==> config.mk <==
export PLATFORM = sky130hd
export DESIGN_NAME = agc_overrange_monitor_mux
export DESIGN_NICKNAME = d
export VERILOG_FILES = /design/src/shared/agc_mon_pkg.sv /design/src/hdl/overrange_channel.sv /design/src/hdl/monitor_row_mux.sv /design/src/hdl/agc_overrange_monitor_mux.sv
export VERILOG_INCLUDE_DIRS = /design/src /design/src/shared
export SDC_FILE = /design/constraint.sdc
export NUM_CORES = 1
export LEC_CHECK = 0
export BUFFER_PORTS_ARGS = -buffer_cell sky130_fd_sc_hd__buf_2
export CAP_MARGIN = 20
export CORE_UTILIZATION = 35
export DETAILED_ROUTE_END_ITERATION = 6
export HOLD_SLACK_MARGIN = 0.03
export SKIP_CTS_REPAIR_TIMING = 1
export SLEW_MARGIN = 20
export SYNTH_ARGS = -nofsm -noshare
export SYNTH_HDL_FRONTEND = slang
export SYNTH_SLANG_ARGS = --single-unit
==> constraint.sdc <==
create_clock -name clk_sys -period 6.1 [get_ports clk_sys]
set_input_delay 0.61 -clock clk_sys [delete_from_list [all_inputs] [get_ports clk_sys]]
set_output_delay 0.61 -clock clk_sys [all_outputs]
set_load 0.005 [all_outputs]
==> src/shared/agc_mon_cfg.svh <==
`ifndef AGC_MON_CFG_SVH
`define AGC_MON_CFG_SVH
// How it works
// - very-low flag rises once peaks above very-low threshold outnumber very-low count.
// - low flag rises once peaks above low threshold outnumber low count.
// - high flag rises once peaks above high threshold outnumber high count.
// - fast attack off: very-low or low flag set at period end blocks that period's gain decrement.
// - fast attack on: rising high flag requests a decrement at once.
// - fast attack off: high flag requests its decrement only at counter expiry.
// - counter expiry clears the very-low, low and high flags and their peak counts, and sets the expired flag.
// - each channel reports gain update counter expiry.
// - row 0x42 carries rx2 flags on D7..D4, rx1 flags on D3..D0.
// - row 0x43 carries zeros on D7..D4, observation flags on D3..D0.
// - programmed row select picks which eight signals reach the monitor.
// - mask bit n enables monitor bit Dn.
// - monitor bits with a clear mask bit are driven low.
// - each pin nibble independently takes the monitor function or not.
// - with both nibbles in monitor mode and enabled, Dn appears on pin n.
// - row select and mask read back; mask 1 means enabled.
// - row 0x42 is the two-receiver overrange row.

`define PEAK_W 8
`define CNT_W 8
`define PER_W 16

`define OFS_CTRL 12'h000
`define OFS_MON 12'h004
`define OFS_PIN 12'h008
`define OFS_PERIOD 12'h00C
`define OFS_THRESH 12'h010
`define OFS_COUNT 12'h014
`define OFS_STATUS 12'h018

`define CTRL_AGC_EN 0
`define CTRL_FAST 1
`define MON_MASK_LSB 8
`define PIN_OE_LSB 8

`define RST_PERIOD 16'h00FF
`define RST_THRESH 24'hC08040
`define RST_COUNT 24'h040404

`define ROW_RX 8'h42
`define ROW_ORX 8'h43
`endif

==> src/shared/agc_mon_pkg.sv <==
`include "agc_mon_cfg.svh"
package agc_mon_pkg;
  // field order gives bit order 3..0 on a monitor row
  typedef struct packed
  {
    logic veryLow;
    logic low;
    logic high;
    logic expired;
  } ovrFlags_s;

  typedef struct packed
  {
    logic [`PEAK_W-1:0] vlThr;
    logic [`PEAK_W-1:0] lowThr;
    logic [`PEAK_W-1:0] highThr;
    logic [`CNT_W-1:0]  vlCnt;
    logic [`CNT_W-1:0]  lowCnt;
    logic [`CNT_W-1:0]  highCnt;
    logic [`PER_W-1:0]  period;
    logic               fastAttack;
    logic               agcEnable;
  } chanCfg_s;

  typedef struct packed
  {
    logic [`CNT_W-1:0] vlCount;
    logic [`CNT_W-1:0] lowCount;
    logic [`CNT_W-1:0] highCount;
    logic [`PER_W-1:0] timer;
    ovrFlags_s         flags;
    logic              decrement;
  } chanState_s;

  typedef enum logic [1:0]
  {
    BUS_IDLE = 2'b01,
    BUS_WAIT = 2'b10
  } busState_e;

  typedef struct packed
  {
    busState_e   bus;
    logic [1:0]  ctrl;
    logic [7:0]  monRow;
    logic [7:0]  monMask;
    logic [1:0]  srcSel;
    logic [7:0]  pinOe;
    logic [15:0] period;
    logic [23:0] thresh;
    logic [23:0] count;
    logic [31:0] rdata;
    logic        ready;
    logic        slvErr;
    logic [7:0]  pinOut;
    logic [7:0]  pinEn;
    logic [2:0]  decOut;
  } topState_s;
endpackage

==> src/hdl/overrange_channel.sv <==
`include "agc_mon_cfg.svh"
module overrange_channel
  import agc_mon_pkg::*;
(
  input  wire logic               clk_sys,
  input  wire logic               rst_b,
  input  wire chanCfg_s           cfg,
  input  wire logic [`PEAK_W-1:0] peakMag,
  input  wire logic               peakValid,
  output ovrFlags_s               flags,
  output logic                    gainDecrement
);
  chanState_s q;
  chanState_s d;
  logic       expire;
  logic [`CNT_W-1:0] nVl;
  logic [`CNT_W-1:0] nLow;
  logic [`CNT_W-1:0] nHigh;

  // saturating so a long burst cannot wrap and drop the flag
  function automatic logic [`CNT_W-1:0] bump(input logic [`CNT_W-1:0] c, input logic hit);
    bump = (hit && (c != {`CNT_W{1'b1}})) ? c + 1'b1 : c;
  endfunction

  always_comb
  begin
    d = q;
    expire = cfg.agcEnable && (q.timer >= cfg.period);
    d.timer = (expire || !cfg.agcEnable) ? '0 : q.timer + 1'b1;
    // a peak in the expiry cycle opens the new period, so it is kept
    nVl = bump(expire ? '0 : q.vlCount, peakValid && (peakMag > cfg.vlThr));
    nLow = bump(expire ? '0 : q.lowCount, peakValid && (peakMag > cfg.lowThr));
    nHigh = bump(expire ? '0 : q.highCount, peakValid && (peakMag > cfg.highThr));
    d.vlCount = nVl;
    d.lowCount = nLow;
    d.highCount = nHigh;
    d.flags.veryLow = (q.flags.veryLow && !expire) || (nVl > cfg.vlCnt);
    d.flags.low = (q.flags.low && !expire) || (nLow > cfg.lowCnt);
    d.flags.high = (q.flags.high && !expire) || (nHigh > cfg.highCnt);
    d.flags.expired = expire;
    d.decrement = 1'b0;
    if (cfg.fastAttack && d.flags.high && (expire || !q.flags.high))
    begin
      d.decrement = 1'b1;
    end
    if (expire && !cfg.fastAttack && q.flags.high && !(q.flags.veryLow || q.flags.low))
    begin
      d.decrement = 1'b1;
    end
  end

  always_ff @(posedge clk_sys or negedge rst_b)
  begin
    if (!rst_b)
    begin
      q <= '0;
    end
    else
    begin
      q <= d;
    end
  end

  assign flags = q.flags;
  assign gainDecrement = q.decrement;
endmodule

==> src/hdl/monitor_row_mux.sv <==
`include "agc_mon_cfg.svh"
module monitor_row_mux
  import agc_mon_pkg::*;
(
  input  wire logic [7:0] monitor_row_select,
  input  wire logic [7:0] monitor_bit_mask,
  input  wire ovrFlags_s  rx1Flags,
  input  wire ovrFlags_s  rx2Flags,
  input  wire ovrFlags_s  orxFlags,
  output logic [7:0]      monWord
);
  // rows outside this block read as zero
  function automatic logic [7:0] rowBits(input logic [7:0] row,
                                         input ovrFlags_s r1,
                                         input ovrFlags_s r2,
                                         input ovrFlags_s ob);
    case (row)
      `ROW_RX:  rowBits = {r2, r1};
      `ROW_ORX: rowBits = {4'h0, ob};
      default:  rowBits = 8'h00;
    endcase
  endfunction

  always_comb
  begin
    monWord = rowBits(monitor_row_select, rx1Flags, rx2Flags, orxFlags)
              & monitor_bit_mask;
  end
endmodule

==> src/hdl/agc_overrange_monitor_mux.sv <==
// The APB slave port and the address map were chosen for this implementation.
`include "agc_mon_cfg.svh"
module agc_overrange_monitor_mux
  import agc_mon_pkg::*;
(
  input  wire logic                    clk_sys,
  input  wire logic                    rst_b,
  input  wire logic                    psel,
  input  wire logic                    penable,
  input  wire logic                    pwrite,
  input  wire logic [11:0]             paddr,
  input  wire logic [31:0]             pwdata,
  output logic [31:0]                  prdata,
  output logic                         pready,
  output logic                         pslverr,
  input  wire logic [2:0][`PEAK_W-1:0] peakMag,
  input  wire logic [2:0]              peakValid,
  output logic [2:0]                   gainDecrement,
  output logic [7:0]                   monPinOut,
  output logic [7:0]                   monPinOe
);
  topState_s   q;
  topState_s   d;
  chanCfg_s    cfg;
  ovrFlags_s   chFlags [3];
  logic [2:0]  chDec;
  logic [7:0]  monWord;
  logic        access;
  logic        hit;
  logic [31:0] rd;

  always_comb
  begin
    cfg.vlThr = q.thresh[7:0];
    cfg.lowThr = q.thresh[15:8];
    cfg.highThr = q.thresh[23:16];
    cfg.vlCnt = q.count[7:0];
    cfg.lowCnt = q.count[15:8];
    cfg.highCnt = q.count[23:16];
    cfg.period = q.period;
    cfg.fastAttack = q.ctrl[`CTRL_FAST];
    cfg.agcEnable = q.ctrl[`CTRL_AGC_EN];
  end

  // channel 0 rx1, 1 rx2, 2 observation receiver
  for (genvar c = 0; c < 3; c++)
  begin : gChan
    overrange_channel uChan
    (
      .clk_sys       (clk_sys),
      .rst_b         (rst_b),
      .cfg           (cfg),
      .peakMag       (peakMag[c]),
      .peakValid     (peakValid[c]),
      .flags         (chFlags[c]),
      .gainDecrement (chDec[c])
    );
  end

  monitor_row_mux uMux
  (
    .monitor_row_select (q.monRow),
    .monitor_bit_mask   (q.monMask),
    .rx1Flags           (chFlags[0]),
    .rx2Flags           (chFlags[1]),
    .orxFlags           (chFlags[2]),
    .monWord            (monWord)
  );

  always_comb
  begin
    hit = 1'b1;
    rd = 32'h0000_0000;
    case (paddr)
      `OFS_CTRL:   rd = {30'h0, q.ctrl};
      `OFS_MON:    rd = {16'h0, q.monMask, q.monRow};
      `OFS_PIN:    rd = {16'h0, q.pinOe, 6'h00, q.srcSel};
      `OFS_PERIOD: rd = {16'h0, q.period};
      `OFS_THRESH: rd = {8'h00, q.thresh};
      `OFS_COUNT:  rd = {8'h00, q.count};
      `OFS_STATUS: rd = {17'h0, chDec, chFlags[2], chFlags[1], chFlags[0]};
      default:     hit = 1'b0;
    endcase
  end

  always_comb
  begin
    d = q;
    access = psel && penable;
    d.ready = 1'b0;
    d.slvErr = 1'b0;
    // one wait state: read data is captured on the edge that raises pready, a write lands on the edge that samples it
    case (q.bus)
      BUS_IDLE:
      begin
        if (access)
        begin
          d.bus = BUS_WAIT;
          d.ready = 1'b1;
          d.slvErr = !hit;
          d.rdata = (pwrite || !hit) ? 32'h0000_0000 : rd;
        end
      end
      BUS_WAIT:
      begin
        d.bus = BUS_IDLE;
        if (access && pwrite && hit)
        begin
          case (paddr)
            `OFS_CTRL:   d.ctrl = pwdata[1:0];
            `OFS_MON:
            begin
              d.monRow = pwdata[7:0];
              d.monMask = pwdata[`MON_MASK_LSB +: 8];
            end
            `OFS_PIN:
            begin
              d.srcSel = pwdata[1:0];
              d.pinOe = pwdata[`PIN_OE_LSB +: 8];
            end
            `OFS_PERIOD: d.period = pwdata[15:0];
            `OFS_THRESH: d.thresh = pwdata[23:0];
            `OFS_COUNT:  d.count = pwdata[23:0];
            default:     d.ctrl = q.ctrl;
          endcase
        end
      end
      default: d.bus = BUS_IDLE;
    endcase
    // non-monitor nibbles drive low where enabled; disabled pins hold pinOut low with their enable off
    for (int i = 0; i < 8; i++)
    begin
      d.pinOut[i] = monWord[i] && q.srcSel[i / 4] && q.pinOe[i];
    end
    d.pinEn = q.pinOe;
    d.decOut = chDec;
  end

  always_ff @(posedge clk_sys or negedge rst_b)
  begin
    if (!rst_b)
    begin
      q <= '0;
      q.bus <= BUS_IDLE;
      q.period <= `RST_PERIOD;
      q.thresh <= `RST_THRESH;
      q.count <= `RST_COUNT;
    end
    else
    begin
      q <= d;
    end
  end

  assign prdata = q.rdata;
  assign pready = q.ready;
  assign pslverr = q.slvErr;
  assign monPinOut = q.pinOut;
  assign monPinOe = q.pinEn;
  assign gainDecrement = q.decOut;
endmodule

# Word-level counts from Yosys, hierarchy flattened
# Cells that the tools add are included.
# op_classes
addsub	12
magnitude_cmp	21
eq_ne	20
muxes	35
n_bitwise	1
reduce_logical	104
# ops
cell	count
one-hot mux 24 bit (7 select lines)	1
> comparator 8 bit	18
2-to-1 mux 8 bit	18
adder 8 x 1 -> 8 bit (second input constant)	9
inequality test 8 bit (second input constant)	9
logical AND 1 bit	64
adder 16 x 1 -> 16 bit (second input constant)	3
>= comparator 16 bit	3
2-to-1 mux 16 bit	3
equality test 12 x 5 -> 1 bit (second input constant)	3
equality test 12 x 4 -> 1 bit (second input constant)	2
2-to-1 mux 24 bit	1
logical OR 1 bit	19
AND reduction 3 bit	6
equality test 8 x 7 -> 1 bit (second input constant)	2
one-hot mux 8 bit (2 select lines)	1
equality test 12 x 3 -> 1 bit (second input constant)	1
logical NOT 1 bit	12
logical NOT 12 bit	1
bitwise AND 8 bit	1
2-to-1 mux 2 bit	4
2-to-1 mux 1 bit	7
OR reduction 7 bit	1
equality test 2 x 1 -> 1 bit (second input constant)	1
other kinds (3)	3
# word_totals
regBits	282

# Longest topological paths before layout
# depth
word_depth	12
mapped_depth	23
mapped_depth_nobuf	22

# Modules after synthesis
# Synthesis repeated with hierarchy kept, for this count alone.
# unflattened
cells_unflattened	1889
hier_area_um2	18243.7
# modules_own_cells
mod	instances	cells_each	area_per_inst_um2
overrange_channel at gChan[1].uChan ...	2	453	3931.3
agc_overrange_monitor_mux	1	495	6272.3
overrange_channel at gChan[0].uChan	1	467	3950.0
monitor_row_mux	1	21	158.9

# Worst setup path before layout
# OpenSTA, ideal clock, no wires.
# synth_path
path_type	register -> register
from	register q, in the netlist cfg[9]
to	register gChan[1].uChan.q, in the netlist gChan[1].uChan.flags[3]
arrival_ns	4.396
required_time_ns	5.979
slack_ns	1.583
stages_incl_launch_ff	23
n_path_buf	2
path_cell_list	dfstp_2 > inv_1 > ha_1 > a21oi_1 > o21ai_0 > a22o_1 > o21ai_0 > clkbuf_1 > nand2_1 > inv_1 > ha_1 > nand4_1 > or3_1 > buf_2 > nand3b_1 > mux2_2 > ha_1 > nor2b_1 > o21a_1 > o21a_1 > o21ai_0 > nand3b_1 > a22o_1
# synth_rtl
element	line	source
start, declared	agc_overrange_monitor_mux.sv:22	topState_s q;
end signal, assigned	overrange_channel.sv:56	q <= '0;
end signal, assigned	overrange_channel.sv:60	q <= d;
end, declared	overrange_channel.sv:13	chanState_s q;

==> flow_metrics.tcl <==
set metrics [dict create \
    max_slew.worst_pin.slew_ns 1.159 \
    finalClockSkew_ns 0.02139 \
    path_clk_slew_ns 0.07 \
    initial_utilization_pct 35.61 \
    yosys.area_share.simple_pct 14.98 \
    rr_startpoint "cfg[9]" \
    area_growth_pct 11.75 \
    clk_latency_ns 0.60 \
    crit_type "reg -> reg" \
    synth_xor_area_share_pct 2.708 \
    wire_per_inst_um 19.85 \
    r2r_setup_slack_ns 0.89 \
    port_buffers 112 \
    syn_inst 1719 \
    h-tree-depth 1 \
    worstPathRequired_ns 6.58 \
    vias_per_cell 5.555 \
    synthAdderAreaFrac_pct 14.61 \
    final_common_cell "dfrtp_1" \
    cp.depth 19 \
    rows 81 \
    power_density_mw_per_mm2 272.0 \
    antenna_left 0 \
    place.gp.congestion 0.8955 \
    placed_cell_area_mm2 0.01846 \
    grt_overflow 0 \
    synthFlopType "dfrtp_1" \
    grt_max_degree 145 \
    worstRegToRegCells 19 \
    route.detailed.drc 2 \
    cp_top_family "compound AO/OA/AOI/OAI gates" \
    rsz0062_at_grt "false" \
    cts_tree "built" \
    crit_top_cell "ha_1" \
    synth_edf_count 0 \
    syn_area_per_cell_um2 10.16 \
    cp.arrival_ns 5.69 \
    async_flop_share_pct 100.0 \
    grt_pass1_vias 13708 \
    p_leak_uw 0.008994 \
    grt_use_total_pct 19.68 \
    die_area_mm2 0.05081 \
    multi_input_area_mm2 0.009689 \
    outcome "finished, violations left" \
    fin_crit_ns 5.212 \
    post-route-period-util_pct 85.45 \
    critPathBufInv 1 \
    fmax_mhz 191.9 \
    synth-compound-area-share_pct 15.02 \
    cp-end-kind "register" \
    layout_common_cells "dfrtp_1, ha_1, nor2_1" \
    drt_pass1_iterations 7 \
    ys_seq_elements 274 \
    yosys_warnings 0 \
    seq_area_frac_synth_pct 39.37 \
    place_hpwl_mm 37.36 \
    maxSlewViolCount 0 \
    die_h_um 225.4 \
    crit_path_start "cfg[9]" \
    pin_count 129 \
    peakVddDrop_mv 0.2081 \
    grt_antenna_before_repair 1 \
    rr_endpoint "gChan[0].uChan.flags[2]" \
    detailroute.via_count 13803 \
    cts.root.buffer_cell "clkbuf_16" \
    finalNetCount 2077 \
    drt-initial-drc-count 994 \
    muxShareOfSynthArea_pct 7.979 \
    fp.coreArea_mm2 0.04905 \
    cts_buffers 30 \
    path_cells "inv_1 -> ha_1 -> a21oi_1 -> o21ai_0 -> a221o_1 -> o21ai_2 -> and2_1 -> ha_1 -> nand2_1 -> nor2_1 -> nand2_1 -> a32o_1 -> ha_1 -> nor2b_1 -> o21a_1 -> o21a_1 -> o21ai_0 -> nand3b_1 -> a22o_1" \
    crit_path_max_fanout 15 \
    die_x_um 225.4 \
    hold_viol 0 \
    drv_cap 0 \
    cp_slowest_stage_delay_ns 0.71 \
    cts_sinks 274 \
    fill_cells 4777 \
    setup_tns_ns 0 \
    ys_types 87 \
    setup_viol 0 \
    crit_path_top_delay_cell "o21ai_2" \
    cts_buffer_depth 3 \
    violations "design-rule violations" \
    grt_pass1_wl_mm 78.13 \
    synth_area_mm2 0.01747 \
    hold_class "in -> reg" \
    design_area_mm2 0.01952 \
    drive_above_1_share_pct 18.29 \
    synth_top_family_by_area "compound AO/OA/AOI/OAI gates" \
    diodes 0 \
    wl_mm 49.32 \
    crit_end "gChan[0].uChan.flags[2]" \
    register_area_mm2 0.006877 \
    relSlewSlack_pct 22.73 \
    critPathLaunchType "register" \
]
[worst register-to-register path: cells and delay by family, from the launching register on]
kind / cells / cell delay [ns]
AOI/OAI and AO/OA: 9 / 2.37
adders and majority gates: 3 / 0.90
buffers and inverters: 1 / 0.13
DFF: 1 / 0.54
and+or+nand+nor: 6 / 1.18
[area by class of cell]
cell class              instances  share of cell area, %
multi-input cells            1265                  49.64
flip-flops and latches        274                  35.23
well taps                     664                  4.256
clock inverters                18                  1.096
clock buffers                  38                  4.205
inverters                      95                  1.827
repair buffers                131                  3.750
[per-stage QoR]
stage | hold WS, ns | worst slack (ns) | utilization, % | power (µW) | instances
after floorplan | 0.3144 | 1.583 | - | 3021 | 1726
after global placement | 0.3882 | 1.093 | 37.64 | 3343 | 2427
after detailed placement | 0.3873 | 1.011 | 37.64 | 3404 | 2427
after CTS | -0.05272 | 0.9603 | 39.75 | 5337 | 2483
after global routing | 0.2597 | 0.4919 | 39.79 | 5623 | 2485
final | 0.2671 | 0.8878 | 39.79 | 5309 | 2485
[synthesized netlist by cell type, types with 9 or more instances]
| cell | instances | area share, % |
|---|---|---|
| a21o_1 | 29 | 1.2 |
| a21oi_1 | 102 | 2.9 |
| a22o_1 | 11 | 0.55 |
| a22oi_1 | 21 | 0.90 |
| and2_1 | 15 | 0.54 |
| and3_1 | 35 | 1.3 |
| and4_1 | 12 | 0.60 |
| buf_2 | 12 | 0.34 |
| buf_4 | 52 | 2.2 |
| clkbuf_1 | 23 | 0.49 |
| dfrtp_1 | 258 | 37 |
| dfstp_2 | 16 | 2.4 |
| ha_1 | 204 | 15 |
| inv_1 | 92 | 2.0 |
| mux2_2 | 82 | 5.3 |
| mux2_4 | 20 | 1.7 |
| mux2i_1 | 17 | 0.97 |
| nand2_1 | 90 | 1.9 |
| nand3_1 | 72 | 2.1 |
| nand3b_1 | 10 | 0.43 |
| nand4_1 | 38 | 1.4 |
| nor2_1 | 115 | 2.5 |
| nor2b_1 | 21 | 0.75 |
| nor3_1 | 22 | 0.63 |
| o211ai_1 | 19 | 0.82 |
| o21a_1 | 27 | 1.2 |
| o21ai_0 | 68 | 1.9 |
| o2bb2ai_1 | 10 | 0.50 |
| o31ai_1 | 9 | 0.39 |
| or4_1 | 12 | 0.52 |
| xnor2_1 | 19 | 0.95 |
| xor2_1 | 35 | 1.8 |
[worst min-delay path by stage]
stage | start | endpoint | slack (ns) | cells after the start
floorplan | rst_b | cfg[0] | 0.31 | 0
global placement | gChan[1].uChan.gainDecrement | gainDecrement[1] | 0.39 | 0
detailed placement | gChan[1].uChan.gainDecrement | gainDecrement[1] | 0.39 | 0
CTS | rst_b | gChan[1].uChan.q[21] | -0.05 | 1
global route | pwdata[22] | cfg[48] | 0.26 | 2
finish | pwdata[22] | cfg[48] | 0.27 | 2
[power breakdown]
group	switching (µW)	total [µW]	internal, µW
clock	802	1930	1120
combinational	688	1240	557
sequential	158	2140	1980
[sequential cells by signal (all words and copies together) (netlist names)]
| register | cells |
|---|---|
| cfg | 66 |
| d | 8 |
| gChan.uChan.flags | 12 |
| gChan.uChan.gainDecrement | 3 |
| gChan.uChan.q | 120 |
| gainDecrement | 3 |
| monPinOe | 8 |
| monPinOut | 8 |
| prdata | 24 |
| pready | 1 |
| pslverr | 1 |
| q | 20 |
[cells by family after synthesis]
kind of cell	count (synthesis)
AO/OA/AOI/OAI	390
XOR/XNOR	54
adder cells (fa/ha/maj)	204
buffers and inverters	187
flip-flops	274
multiplexers	119
other	1
AND/OR/NAND/NOR	490
[per-layer routing]
layer,up-vias,global-route usage [%],routed length (µm)
li1,6455,-,-
met4,0,6.408,1430
met3,86,1.578,2592
met2,434,32.63,23000
met1,6828,27.05,22290
met5,-,0,0
Power figures use the tool's default switching activity.
